$ cat src/logic/gdt_consts.vh
// register offsets, field positions, reset values for the gate driver timing bank
// assumes a 5-bit register address and 16-bit data from the serial front end
`ifndef GDT_CONSTS_VH
`define GDT_CONSTS_VH
`define GDT_OFF_FW_TIMING 5'h0d
`define GDT_OFF_DLY_CH1 5'h0e
`define GDT_OFF_DLY_CH2 5'h0f
`define GDT_OFF_DLY_CH3 5'h10
`define GDT_OFF_GENERAL_STATUS 5'h11
`define GDT_OFF_DRAIN_SOURCE_OVERVOLTAGE 5'h12
`define GDT_OFF_HBVOUT 5'h13
`define GDT_OFF_MDLY_CH1 5'h14
`define GDT_OFF_MDLY_CH2 5'h15
`define GDT_OFF_MDLY_CH3 5'h16
`define GDT_OFF_EDGE_CH1 5'h17
`define GDT_OFF_EDGE_CH2 5'h18
`define GDT_OFF_EDGE_CH3 5'h19
`define GDT_OFF_PART_ID 5'h1f
`define GDT_RST_FW_TIMING 16'h4900
`define GDT_RST_DLY 16'h0a0a
`define GDT_RST_STATUS 16'h0000
`define GDT_FW_WRITE_MASK 16'h7fff
`define GDT_BLK4_MSB 14
`define GDT_BLK4_LSB 12
`define GDT_CCP4_MSB 11
`define GDT_CCP4_LSB 9
`define GDT_BLK3_MSB 8
`define GDT_BLK3_LSB 6
`define GDT_TOFF_MSB 15
`define GDT_TOFF_LSB 8
`define GDT_TON_MSB 7
`define GDT_TON_LSB 0
`define GDT_DLY_STEP_PS 62500
`endif

$ cat src/logic/gdt_regs.v
// register bank for freewheel timing, peak drive current and delay targets
// assumes a serial front end giving one-cycle write/read strobes on clk
`timescale 1ns/1ns
`include "gdt_consts.vh"

module gdt_regs #(
	parameter [15:0] PART_ID = 16'h00a5 // arbitrary identification value
)
(
	clk,
	rst,
	regBankSel,
	regAddr,
	regWrData,
	regWrEn,
	regRdEn,
	regRdData,
	regHit,
	measDelayCh,
	measEdgeCh,
	measLoad,
	genStatusIn,
	dsovIn,
	hbvoutIn,
	freewheelBlankTimeSlot4,
	freewheelCrosscurrentTimeSlot4,
	freewheelBlankTimeSlot3,
	peakDriveCurrentCh1,
	peakDriveCurrentCh2,
	peakDriveCurrentCh3,
	chargePhaseCh,
	activeCurrentCh,
	turnoffDelayTargetCh1,
	turnoffDelayTargetCh2,
	turnoffDelayTargetCh3,
	turnonDelayTargetCh1,
	turnonDelayTargetCh2,
	turnonDelayTargetCh3
);
	input wire clk;
	input wire rst;
	input wire regBankSel;
	input wire [4:0] regAddr;
	input wire [15:0] regWrData;
	input wire regWrEn;
	input wire regRdEn;
	output reg [15:0] regRdData;
	output reg regHit;
	input wire [47:0] measDelayCh;
	input wire [47:0] measEdgeCh;
	input wire [2:0] measLoad;
	input wire [15:0] genStatusIn;
	input wire [15:0] dsovIn;
	input wire [15:0] hbvoutIn;
	output wire [2:0] freewheelBlankTimeSlot4;
	output wire [2:0] freewheelCrosscurrentTimeSlot4;
	output wire [2:0] freewheelBlankTimeSlot3;
	output wire [1:0] peakDriveCurrentCh1;
	output wire [1:0] peakDriveCurrentCh2;
	output wire [1:0] peakDriveCurrentCh3;
	input wire [2:0] chargePhaseCh;
	output reg [5:0] activeCurrentCh;
	output wire [7:0] turnoffDelayTargetCh1;
	output wire [7:0] turnoffDelayTargetCh2;
	output wire [7:0] turnoffDelayTargetCh3;
	output wire [7:0] turnonDelayTargetCh1;
	output wire [7:0] turnonDelayTargetCh2;
	output wire [7:0] turnonDelayTargetCh3;

	// ***************************************************
	// register storage; only fwTiming_ff and dly_ff are writable
	// ***************************************************
	reg [15:0] fwTiming_ff;
	reg [15:0] dly_ff [0:2];
	reg [15:0] mDly_ff [0:2];
	reg [15:0] mEdge_ff [0:2];
	wire fwSel;
	wire [1:0] dlyIdx;
	wire dlySel;
	reg [15:0] nxt_rdData;
	reg nxt_hit;
	reg [5:0] nxt_activeCurrent;
	// separate loop variables so each process owns its own
	integer i;
	integer k;

	// freewheel register only visible with bank select high
	assign fwSel = (regAddr == `GDT_OFF_FW_TIMING) && regBankSel;
	assign dlySel = (regAddr >= `GDT_OFF_DLY_CH1) && (regAddr <= `GDT_OFF_DLY_CH3);
	assign dlyIdx = (regAddr == `GDT_OFF_DLY_CH1) ? 2'd0 :
		(regAddr == `GDT_OFF_DLY_CH2) ? 2'd1 : 2'd2;

	always @(posedge clk or posedge rst)
	begin
		if (rst)
		begin
			fwTiming_ff <= `GDT_RST_FW_TIMING;
			for (i = 0; i < 3; i = i + 1)
			begin
				dly_ff[i] <= `GDT_RST_DLY;
			end
		end
		else if (regWrEn)
		begin
			if (fwSel)
			begin
				fwTiming_ff <= regWrData & `GDT_FW_WRITE_MASK;
			end
			if (dlySel)
			begin
				dly_ff[dlyIdx] <= regWrData;
			end
		end
	end

	// ***************************************************
	// measured status capture
	// ***************************************************
	// measurement logic outside loads results; software cannot write them
	always @(posedge clk or posedge rst)
	begin
		if (rst)
		begin
			for (k = 0; k < 3; k = k + 1)
			begin
				mDly_ff[k] <= `GDT_RST_STATUS;
				mEdge_ff[k] <= `GDT_RST_STATUS;
			end
		end
		else
		begin
			for (k = 0; k < 3; k = k + 1)
			begin
				if (measLoad[k])
				begin
					mDly_ff[k] <= measDelayCh[k*16 +: 16];
					mEdge_ff[k] <= measEdgeCh[k*16 +: 16];
				end
			end
		end
	end

	// ***************************************************
	// field outputs
	// ***************************************************
	assign freewheelBlankTimeSlot4 = fwTiming_ff[`GDT_BLK4_MSB:`GDT_BLK4_LSB];
	assign freewheelCrosscurrentTimeSlot4 = fwTiming_ff[`GDT_CCP4_MSB:`GDT_CCP4_LSB];
	assign freewheelBlankTimeSlot3 = fwTiming_ff[`GDT_BLK3_MSB:`GDT_BLK3_LSB];
	assign peakDriveCurrentCh1 = fwTiming_ff[1:0];
	assign peakDriveCurrentCh2 = fwTiming_ff[3:2];
	assign peakDriveCurrentCh3 = fwTiming_ff[5:4];
	assign turnoffDelayTargetCh1 = dly_ff[0][`GDT_TOFF_MSB:`GDT_TOFF_LSB];
	assign turnoffDelayTargetCh2 = dly_ff[1][`GDT_TOFF_MSB:`GDT_TOFF_LSB];
	assign turnoffDelayTargetCh3 = dly_ff[2][`GDT_TOFF_MSB:`GDT_TOFF_LSB];
	assign turnonDelayTargetCh1 = dly_ff[0][`GDT_TON_MSB:`GDT_TON_LSB];
	assign turnonDelayTargetCh2 = dly_ff[1][`GDT_TON_MSB:`GDT_TON_LSB];
	assign turnonDelayTargetCh3 = dly_ff[2][`GDT_TON_MSB:`GDT_TON_LSB];

	// ***************************************************
	// drive current selection
	// ***************************************************
	// outside the pre/post phases the current select reads 00 (lowest)
	always @*
	begin
		nxt_activeCurrent = 6'h00;
		if (chargePhaseCh[0])
		begin
			nxt_activeCurrent[1:0] = fwTiming_ff[1:0];
		end
		if (chargePhaseCh[1])
		begin
			nxt_activeCurrent[3:2] = fwTiming_ff[3:2];
		end
		if (chargePhaseCh[2])
		begin
			nxt_activeCurrent[5:4] = fwTiming_ff[5:4];
		end
	end

	always @(posedge clk or posedge rst)
	begin
		if (rst)
		begin
			activeCurrentCh <= 6'h00;
		end
		else
		begin
			activeCurrentCh <= nxt_activeCurrent;
		end
	end

	// ***************************************************
	// read path
	// ***************************************************
	// decode stays combinational; only the answer is registered
	always @*
	begin
		nxt_rdData = 16'h0000;
		nxt_hit = 1'b1;
		case (regAddr)
			`GDT_OFF_FW_TIMING:
			begin
				if (regBankSel)
				begin
					nxt_rdData = fwTiming_ff & `GDT_FW_WRITE_MASK;
				end
				else
				begin
					nxt_hit = 1'b0;
				end
			end
			`GDT_OFF_DLY_CH1:
			begin
				nxt_rdData = dly_ff[0];
			end
			`GDT_OFF_DLY_CH2:
			begin
				nxt_rdData = dly_ff[1];
			end
			`GDT_OFF_DLY_CH3:
			begin
				nxt_rdData = dly_ff[2];
			end
			`GDT_OFF_GENERAL_STATUS:
			begin
				nxt_rdData = genStatusIn;
			end
			`GDT_OFF_DRAIN_SOURCE_OVERVOLTAGE:
			begin
				nxt_rdData = dsovIn;
			end
			`GDT_OFF_HBVOUT:
			begin
				nxt_rdData = hbvoutIn;
			end
			`GDT_OFF_MDLY_CH1:
			begin
				nxt_rdData = mDly_ff[0];
			end
			`GDT_OFF_MDLY_CH2:
			begin
				nxt_rdData = mDly_ff[1];
			end
			`GDT_OFF_MDLY_CH3:
			begin
				nxt_rdData = mDly_ff[2];
			end
			`GDT_OFF_EDGE_CH1:
			begin
				nxt_rdData = mEdge_ff[0];
			end
			`GDT_OFF_EDGE_CH2:
			begin
				nxt_rdData = mEdge_ff[1];
			end
			`GDT_OFF_EDGE_CH3:
			begin
				nxt_rdData = mEdge_ff[2];
			end
			`GDT_OFF_PART_ID:
			begin
				nxt_rdData = PART_ID;
			end
			default:
			begin
				nxt_hit = 1'b0;
			end
		endcase
	end

	always @(posedge clk or posedge rst)
	begin
		if (rst)
		begin
			regRdData <= 16'h0000;
			regHit <= 1'b0;
		end
		else if (regRdEn)
		begin
			regRdData <= nxt_rdData;
			regHit <= nxt_hit;
		end
	end
endmodule // gdt_regs

$ cat config.mk
export PLATFORM = sky130hd
export DESIGN_NAME = gdt_regs
export DESIGN_NICKNAME = d
export VERILOG_FILES = /design/src/logic/gdt_regs.v
export VERILOG_INCLUDE_DIRS = /design/src /design/src/logic
export SDC_FILE = /design/constraint.sdc
export NUM_CORES = 1
export LEC_CHECK = 0
export BUFFER_PORTS_ARGS = -buffer_cell sky130_fd_sc_hd__buf_2
export CAP_MARGIN = 20
export CELL_PAD_IN_SITES_DETAIL_PLACEMENT = 1
export CELL_PAD_IN_SITES_GLOBAL_PLACEMENT = 1
export CORE_MARGIN = 4
export CORE_UTILIZATION = 44
export CTS_BUF_LIST = sky130_fd_sc_hd__clkbuf_8 sky130_fd_sc_hd__clkbuf_16
export CTS_CLUSTER_SIZE = 8
export DETAILED_ROUTE_END_ITERATION = 8
export MAX_ROUTING_LAYER = met4
export PLACE_DENSITY_LB_ADDON = 0.1
export SLEW_MARGIN = 15
export SYNTH_ARGS = -nofsm -noshare
export SYNTH_HDL_FRONTEND = slang
export SYNTH_SLANG_ARGS = --single-unit
$ cat constraint.sdc
create_clock -name clk -period 14.9 [get_ports clk]
set_clock_uncertainty 0.1 [all_clocks]
set_input_delay 2.235 -clock clk [delete_from_list [all_inputs] [get_ports clk]]
set_output_delay 2.235 -clock clk [all_outputs]
set_load 0.02 [all_outputs]
==> results.sh, run 1 <==
export IMPL_status="finished clean"
export IMPL_io_pins=262
export IMPL_post_drt_wl_per_cell_um=25.78
export IMPL_combPwrFrac_pct=18.0
export IMPL_drt_total_wl_mm=29.94
export IMPL_fin_crit_sh_pct=28.53
export IMPL_drv_cap=0
export IMPL_cts_tree="yes"
export IMPL_drc=0
export IMPL_relSlewSlack_pct=33.75
export IMPL_overflow=0
export IMPL_antenna_found_initial=2
export IMPL_cp_depth=5
export IMPL_ctsHoldBuffers=0
export IMPL_yosys_most_used_dff="dfrtp_1"
export IMPL_required_ns=15.11
export IMPL_path_clk_slew_ns=0.07
export IMPL_crit_type="in -> reg"
export IMPL_async_reset_ff_share_pct=100.0
export IMPL_ys_seq_elements=182
export IMPL_grt_pass1_vias=7584
export IMPL_regToRegEndpoint="regRdData[7]"
export IMPL_worst_path_largest_cell_delay_ns=0.83
export IMPL_fin_tns_setup_ns=0
export IMPL_crit_path_max_fanout=47
export IMPL_cp_start_kind="primary input"
export IMPL_first_iter_violations=278
export IMPL_core_area_mm2=0.01896
export IMPL_min_path_type="reg -> reg"
export IMPL_num_vias=6708
export IMPL_placementRows=50
export IMPL_grt_usage_pct=28.31
export IMPL_startpoint="regAddr[1]"
export IMPL_power_w=0.001341
export IMPL_highest_layer="met4"
export IMPL_detail_route_antenna_nets=0
export IMPL_grt_max_degree=112
export IMPL_cp_num_buf_inv=2
export IMPL_synth_edff_count=0
export IMPL_critical_path_top_delay_family="simple AND/OR/NAND/NOR gates"
export IMPL_portBuffers=261
export IMPL_netlist_area_mm2=0.008583
export IMPL_power_internal_w=0.0009610
export IMPL_root_buffer="clkbuf_16"
export IMPL_nets=1062
export IMPL_tightest_slew_ns=0.9938
export IMPL_p_leak_nw=5.027
export IMPL_grt_pass1_wl_mm=45.16
export IMPL_period_minus_slack_ns=4.250
export IMPL_cts_buffer_depth=2
export IMPL_numCtsBuffers=17
export IMPL_final_hold_viol_count=0
export IMPL_wl_met3_mm=1.809
export IMPL_synth_cell_types=55
export IMPL_dpl_hpwl_mm=21.08
export IMPL_h_tree_depth=4
export IMPL_yosys_warnings=0
export IMPL_initial_core_util_pct=45.28
export IMPL_postLayoutCoreUtil_pct=56.28
export IMPL_gp_congestion=0.8631
export IMPL_wl_met1_mm=12.00
export IMPL_vdd_drop_max_v=0.00008059
export IMPL_ctsResizeCount=0
export IMPL_path_cells="buf_2, buf_4, and3b_1, and3_1, mux2_2"
export IMPL_cp_endpoint="turnoffDelayTargetCh1[2]"
export IMPL_p_sw_share_pct=28.35
export IMPL_dieHeight_um=147.7
export IMPL_final_layout_size_suffix_gt1_share_pct=54.17
export IMPL_clk_latency_ns=0.43
export IMPL_wl_met2_mm=15.19
export IMPL_postCtsSetupBuffers=0
export IMPL_pwr_share_seq_pct=45.4
export IMPL_rr_worst_depth=5
export IMPL_power_share_clock_pct=36.6
export IMPL_power_density_mw_per_mm2=125.7
export IMPL_synth_nets=821
export IMPL_viasPerCell=5.778
export IMPL_synth_seq_area_share_pct=53.28
export IMPL_die_w_um=147.7
export IMPL_cp_end_kind="flip-flop"
export IMPL_crit_path_top_delay_cell="and3_1"
export IMPL_worstReg2RegStart="mEdge_ff[39]"
export IMPL_fmax_mhz=235.3
export IMPL_setup_viol=0
export IMPL_first_pass_iters=5
export IMPL_rsz0062_at_grt="false"
export IMPL_clock_sinks=182
export IMPL_timing_final_max_slew_violations=0
export IMPL_arrival_ns=4.46
export IMPL_syn_area_per_cell_um2=13.31
export IMPL_dieArea_mm2=0.02181
export IMPL_syn_inst=645
export IMPL_reg2reg_slack_ns=13.19
export IMPL_syn_to_final_growth_pct=24.30
export IMPL_switching_power_w=0.0003803
export IMPL_holdWs_ns=0.4015
logic make-up (layout without fill, tap and decap cells):
family / Yosys count / count (layout) / synth area share, %
DFF: 182 / 182 / 53.28
other: 0 / 2 / 0
AOI/OAI and AO/OA: 132 / 132 / 11.56
and+or+nand+nor: 91 / 91 / 6.677
muxes: 193 / 193 / 25.44
buffers and inverters: 47 / 301 / 3.047
cells in the final DEF, fill, tap and decap left out, types with 9 or more instances in the layout:
cell,count
a22oi_1,9
a32oi_1,17
mux2_2,149
buf_2,261
dfrtp_1,167
nor2_1,10
and2_1,9
a221oi_1,18
a211oi_1,9
a21oi_1,19
a22o_1,21
nand2_1,25
o21ai_0,13
clkbuf_16,17
dfstp_2,15
mux2i_1,31
o2bb2ai_1,9
nand3_1,10
mux2_4,10
stage by stage:
step | instances | worst slack [ns] | area [µm²]
after floorplan | 645 | 7.646 | 8583
after global placement | 1126 | 10.30 | 9996
after detailed placement | 1126 | 10.19 | 9996
after CTS | 1158 | 10.67 | 10640
after global routing | 1161 | 10.58 | 10670
final | 1161 | 10.65 | 10670
routing by layer:
| layer | track usage, % | vias up |
|---|---|---|
| met5 | - | - |
| met4 | 10.62 | 0 |
| met3 | 6.468 | 54 |
| met2 | 47.56 | 255 |
| met1 | 33.37 | 3468 |
| li1 | - | 2931 |
power by group through the flow:
stage                     sequential (W)  combinational [W]  clock [W]
after floorplan                 0.000643           0.000106          0
after global placement          0.000613           0.000233          0
after detailed placement        0.000617           0.000241          0
after CTS                       0.000609           0.000243   0.000497
after global routing            0.000616           0.000258   0.000521
final                           0.000609           0.000242   0.000490
how the worst min path moves through the flow:
stage / startpoint / endpoint / cells after the start
after floorplan: mEdge_ff[2] / mEdge_ff[2] / 1
after global placement: regRdData[15] / regRdData[15] / 1
after detailed placement: regRdData[15] / regRdData[15] / 1
after CTS: regRdData[15] / regRdData[15] / 1
after global routing: mDly_ff[37] / mDly_ff[37] / 1
final: regRdData[15] / regRdData[15] / 1
cell usage after synthesis (3+ instances only):
master     count  area share (%)
a211oi_1       9            0.79
a21oi_1       19             1.1
a221oi_1      18             1.8
a22o_1        21             2.1
a22oi_1        9            0.79
a32oi_1       17             1.7
and2_1         9            0.66
buf_1          9            0.39
buf_2         11            0.64
buf_4         11            0.96
buf_6          4            0.52
clkbuf_1       8            0.35
dfrtp_1      167              49
dfstp_2       15             4.6
inv_1          4            0.17
mux2_2       149              20
mux2_4        10             1.7
mux2i_1       31             3.6
nand2_1       25             1.1
nand2b_1       3            0.22
nand3_1       10            0.58
nand3b_1       4            0.35
nor2_1        10            0.44
nor2_2         3            0.22
nor2_4         4            0.52
nor2b_1        4            0.29
o211ai_1       4            0.35
o21ai_0       13            0.76
o22ai_1        6            0.44
o2bb2ai_1      9            0.92
sequential cells by signal (all words and copies together), names as in the netlist:
register / count
mDly_ff: 48
mEdge_ff: 48
regRdData: 16
fwTiming_ff: 15
turnoffDelayTargetCh1: 8
turnoffDelayTargetCh2: 8
turnoffDelayTargetCh3: 8
turnonDelayTargetCh1: 8
turnonDelayTargetCh2: 8
turnonDelayTargetCh3: 8
activeCurrentCh: 6
regHit: 1
cell type report:
| class | instances | area (µm²) |
|---|---|---|
| antenna | 2 | 5.005 |
| clock buffer | 20 | 466.7 |
| clock inverter | 12 | 173.9 |
| fill | 2015 | 8287 |
| inverter | 4 | 20.02 |
| multi-input combinational | 416 | 3749 |
| sequential | 182 | 4573 |
| tap | 260 | 325.3 |
| timing repair buffer | 265 | 1356 |
Note: power is estimated with default switching activity, not from simulation.
==> run 2: changes to the inputs <==
Settings changed: ABC_AREA set to 1, CORE_UTILIZATION 44 to 38.
Clock period 14.9 ns to 4.15 ns, I/O delays scaled along.
==> results.sh, run 2 <==
export IMPL_status="finished clean"
export IMPL_dpl_hpwl_mm=24.59
export IMPL_synth_top_area_cell="dfrtp_1"
export IMPL_yosysMostFrequentCell="nand2_1"
export IMPL_path_cells="buf_2, nand2_1, nor2_4, nand2_1, inv_2, nand2_1, nand2_1, o21ai_1"
export IMPL_drv_cap=0
export IMPL_overflow=0
export IMPL_numCtsBuffers=17
export IMPL_fin_cells=1614
export IMPL_grt_pass1_wl_mm=50.94
export IMPL_crit_top_cell="nand2_1"
export IMPL_crit_type="in -> reg"
export IMPL_root_buffer="clkbuf_16"
export IMPL_postCtsSetupBuffers=0
export IMPL_detail_route_antenna_nets=0
export IMPL_dp_cells=1577
export IMPL_p_leak_nw=5.791
export IMPL_syn_inst=1058
export IMPL_rsz0062_at_grt="false"
export IMPL_grt_pass1_vias=8585
export IMPL_required_ns=4.33
export IMPL_final_layout_size_suffix_gt1_share_pct=32.15
export IMPL_place_area_mm2=0.01048
export IMPL_synth_cell_types=26
export IMPL_die_w_um=161.9
export IMPL_gp_congestion=0.8735
export IMPL_netlist_area_mm2=0.009001
export IMPL_yosys_top_cells_count="nand2_1, dfrtp_1, nand3_1, inv_1, mux2_2"
export IMPL_syn_area_per_cell_um2=8.508
export IMPL_cp_start_kind="primary input"
export IMPL_antenna_found_initial=4
export IMPL_clock_sinks=182
export IMPL_yosys_most_used_dff="dfrtp_1"
export IMPL_synth_top_cell_area_share_pct=46.43
export IMPL_synth_nets=1234
export IMPL_fmax_mhz=398.9
export IMPL_async_reset_ff_share_pct=100.0
export IMPL_nets=1454
export IMPL_tightest_slew_ns=1.161
export IMPL_crit_path_max_fanout=32
export IMPL_cts_buffer_depth=2
export IMPL_io_pins=262
export IMPL_cp_end_kind="flip-flop"
export IMPL_crit_path_top_delay_cell="nand2_1"
export IMPL_power_density_mw_per_mm2=411.7
export IMPL_worst_path_largest_cell_delay_ns=0.62
export IMPL_cts_tree="yes"
export IMPL_arrival_ns=2.68
export IMPL_first_pass_iters=4
export IMPL_syn_to_final_growth_pct=22.94
export IMPL_synth_seq_area_share_pct=50.81
export IMPL_fin_crit_sh_pct=60.41
export IMPL_drt_total_wl_mm=33.49
export IMPL_fin_tns_setup_ns=0
export IMPL_viasPerCell=5.112
export IMPL_ctsResizeCount=0
export IMPL_h_tree_depth=4
export IMPL_ctsHoldBuffers=0
export IMPL_synth_edff_count=0
export IMPL_initial_core_util_pct=38.46
export IMPL_portBuffers=261
export IMPL_num_vias=8251
export IMPL_dieArea_mm2=0.02621
export IMPL_layout_commonest_cell="nand2_1"
export IMPL_vdd_drop_max_v=0.0002227
export IMPL_fin_area_mm2=0.01107
export IMPL_path_clk_slew_ns=0.07
export IMPL_placementRows=56
export IMPL_core_area_mm2=0.02340
export IMPL_min_path_type="in -> async"
export IMPL_drc=0
export IMPL_yosys_warnings=0
export IMPL_grt_max_degree=183
export IMPL_relSlewSlack_pct=22.57
export IMPL_reg_top3="mDly_ff x48, mEdge_ff x48, regRdData x16"
export IMPL_setup_viol=0
export IMPL_final_hold_viol_count=0
export IMPL_dieHeight_um=161.9
export IMPL_grt_usage_pct=26.31
export IMPL_final_cell_mix="nand2_1, buf_2, dfrtp_1"
export IMPL_clk_latency_ns=0.44
export IMPL_timing_final_max_slew_violations=0
export IMPL_ys_seq_elements=182
export IMPL_first_iter_violations=581
export IMPL_post_drt_wl_per_cell_um=20.75
export IMPL_yosys_top_cells_area="dfrtp_1, nand2_1, mux2_2, nand3_1, dfstp_2"
export IMPL_period_minus_slack_ns=2.507
run 2: cell types whose count changed after synthesis, sizes merged, moves of 18 or more:
cell,previous run,this run
a221oi,18,0
a22o,21,0
clkbuf,8,30
inv,4,101
mux2,161,80
mux2i,31,0
nand2,27,292
nand3,10,125
nand4,1,51
nor2,17,50
o21ai,13,96
run 2: cell families after synthesis:
| group | synth area share, % |
|---|---|
| and+or+nand+nor | 25.51 |
| DFF | 50.81 |
| buffers and inverters | 8.034 |
| AOI/OAI and AO/OA | 5.644 |
| muxes | 10.01 |
run 2: worst max-delay path: cells and delay by family:
kind	cells	cell delay, ns
AND/OR/NAND/NOR	5	1.63
buffers and inverters	2	0.30
AO/OA/AOI/OAI	1	0.10
run 2: final timing paths:
| check | start | to | slack (ns) | cells after the start |
|---|---|---|---|---|
| worst min register to register | regRdData[0] | regRdData[0] | 0.38 | 2 |
| min in group clk | chargePhaseCh[0] | activeCurrentCh[0] | 0.29 | 3 |
| worst max register to register | fwTiming_ff[5] | regRdData[5] | 2.56 | 8 |
| worst max-delay path | regAddr[3] | turnonDelayTargetCh1[6] | 1.64 | 8 |
| max in group asynchronous | rst | turnonDelayTargetCh3[4] | 2.73 | 3 |
| worst min-delay path | rst | turnoffDelayTargetCh1[4] | 0.27 | 3 |
run 2: where the power goes:
group	internal, W	switching (W)
sequential	0.00199	0.000163
combinational	0.000293	0.000507
clock	0.000832	0.000767
total	0.00312	0.00144
run 2: final cells by class:
class                           instances  area [µm²]
Fill cell                            2937       12340
Sequential cell                       182        4573
Multi-Input combinational cell        704        3737
Timing Repair Buffer                  272        1409
Clock buffer                           17       425.4
Tap cell                              319       399.1
Inverter                              101       382.9
Clock inverter                         15       128.9
Antenna cell                            4       10.01
run 2: metrics by stage:
stage	power, W	setup WS [ns]	hold slack, ns	util (%)
after floorplan	0.002613	1.103	0.3810	-
after CTS	0.004581	1.537	0.2778	47.16
after detailed placement	0.002993	1.099	0.3638	44.79
after global placement	0.002971	1.249	0.3629	44.79
final	0.004556	1.643	0.2704	47.28
after global routing	0.004757	1.420	0.2843	47.28
run 2: layer usage:
metal	part of all wire [%]	routed length [µm]	vias up	track usage (%)
met4	2.1	692	0	6.690
met1	45	15090	4081	34.84
li1	-	-	3926	-
met3	4.8	1619	26	5.075
met2	48	16080	218	42.01
met5	0	0	-	-
==> run 3: changes to the inputs <==
Settings changed: ABC_AREA 1 to 0, CORE_UTILIZATION 38 to 41.
Clock period 4.15 ns to 2.4 ns, I/O delays scaled along.
==> results.sh, run 3 (synthesized netlist as in run 1, its figures left out) <==
export IMPL_status="finished clean"
export IMPL_numCtsBuffers=17
export IMPL_grt_pass1_wl_mm=46.30
export IMPL_p_leak_nw=5.167
export IMPL_path_cells="buf_2, and4b_1, and2b_1, a22o_1, a221oi_1, a32oi_1"
export IMPL_cts_buffer_depth=2
export IMPL_reg2reg_slack_ns=0.72
export IMPL_fin_area_mm2=0.01091
export IMPL_use_met1_pct=34.02
export IMPL_drc=0
export IMPL_clock_sinks=182
export IMPL_place_area_mm2=0.01030
export IMPL_final_hold_viol_count=0
export IMPL_io_pins=262
export IMPL_fin_crit_sh_pct=83.66
export IMPL_period_minus_slack_ns=2.008
export IMPL_busiest_layer="met2"
export IMPL_post_drt_wl_per_cell_um=25.71
export IMPL_drv_cap=0
export IMPL_placementRows=52
export IMPL_overflow=0
export IMPL_grt_usage_pct=26.86
export IMPL_met2_usage_pct=44.70
export IMPL_syn_to_final_growth_pct=27.07
export IMPL_grt_max_degree=69
export IMPL_grt_pass1_vias=7423
export IMPL_final_cell_mix="buf_2, dfrtp_1, mux2_2"
export IMPL_cp_start_kind="primary input"
export IMPL_timing_final_max_slew_violations=0
export IMPL_cts_tree="yes"
export IMPL_power_density_mw_per_mm2=744.5
export IMPL_relSlewSlack_pct=46.57
export IMPL_dpl_hpwl_mm=23.64
export IMPL_worstHoldPathCells=2
export IMPL_crit_type="in -> reg"
export IMPL_fmax_mhz=498.0
export IMPL_rsz0062_at_grt="false"
export IMPL_ctsResizeCount=0
export IMPL_num_vias=6815
export IMPL_die_w_um=152.7
export IMPL_dieArea_mm2=0.02331
export IMPL_min_path_type="in -> reg"
export IMPL_root_buffer="clkbuf_16"
export IMPL_worst_path_largest_cell_delay_ns=0.44
export IMPL_drt_total_wl_mm=30.98
export IMPL_first_pass_iters=4
export IMPL_nets=1095
export IMPL_viasPerCell=5.656
export IMPL_crit_path_top_delay_cell="a221oi_1"
export IMPL_detail_route_antenna_nets=0
export IMPL_holdWs_ns=0.05250
export IMPL_required_ns=2.57
export IMPL_first_iter_violations=412
export IMPL_vdd_drop_max_v=0.0004470
export IMPL_grtUsageMet3_pct=4.885
export IMPL_fin_tns_setup_ns=0
export IMPL_arrival_ns=2.18
export IMPL_antenna_found_initial=3
export IMPL_setup_viol=0
export IMPL_power_w=0.008120
export IMPL_path_clk_slew_ns=0.07
export IMPL_layout_commonest_cell="buf_2"
export IMPL_dieHeight_um=152.7
export IMPL_fin_cells=1205
export IMPL_rr_worst_depth=5
export IMPL_h_tree_depth=4
export IMPL_gp_congestion=0.8904
export IMPL_cp_end_kind="flip-flop"
export IMPL_initial_core_util_pct=42.01
export IMPL_reg_top3="mDly_ff x48, mEdge_ff x48, regRdData x16"
export IMPL_final_layout_size_suffix_gt1_share_pct=55.79
export IMPL_tightest_slew_ns=0.8015
export IMPL_core_area_mm2=0.02043
export IMPL_clk_latency_ns=0.43
export IMPL_portBuffers=261
export IMPL_fill_cells=2221
export IMPL_crit_path_max_fanout=15
export IMPL_postCtsSetupBuffers=0
export IMPL_dp_cells=1169
[run 3: cell type report]
type                       count  area (µm²)  share of cell area, %
timing repair buffer         298        1637                  15.01
sequential                   182        4573                  41.93
tap                          270       337.8                  3.097
antenna                        3       7.507                0.06883
multi-input combinational    416        3749                  34.37
clock buffer                  20       466.7                  4.279
inverter                       4       18.77                 0.1721
clock inverter                12       117.6                  1.078
[run 3: report_power, final]
part	switching [W]	internal, W	total (W)
Clock	0.00127	0.00153	0.00280
Sequential	0.000313	0.00348	0.00379
Combinational	0.000844	0.000684	0.00153
Total	0.00243	0.00569	0.00812
[run 3: per-stage QoR]
step	setup slack, ns	util (%)
after global placement	0.08117	50.44
after CTS	0.4599	53.35
final	0.3921	53.39
after detailed placement	0.08151	50.44
after global routing	0.3479	53.39
after floorplan	-0.3843	-
[run 3: repair_timing]
action / CTS / global route
hold endpoints to repair: 7 / 0
endpoints found under the setup margin: 0 / 0
hold buffers: 1 / 0
[run 3: path summary, 6_finish.rpt]
path	to	start
max	regRdData[6]	regAddr[4]
min	activeCurrentCh[5]	chargePhaseCh[2]
max reg2reg	regRdData[7]	mEdge_ff[39]
min reg2reg	mEdge_ff[16]	mEdge_ff[16]
max in group asynchronous	turnonDelayTargetCh3[1]	rst
min in group asynchronous	mEdge_ff[33]	rst
[run 3: layer usage]
layer,vias to the layer above,routed length [µm]
li1,2987,-
met1,3518,12910
met2,272,15580
met3,38,1909
met4,0,571
met5,-,0
[run 3: critical path, delay by kind of cell]
family	cells	cell delay [ns]
buf+inv	1	0.19
simple gates	2	0.63
compound gates	3	0.98
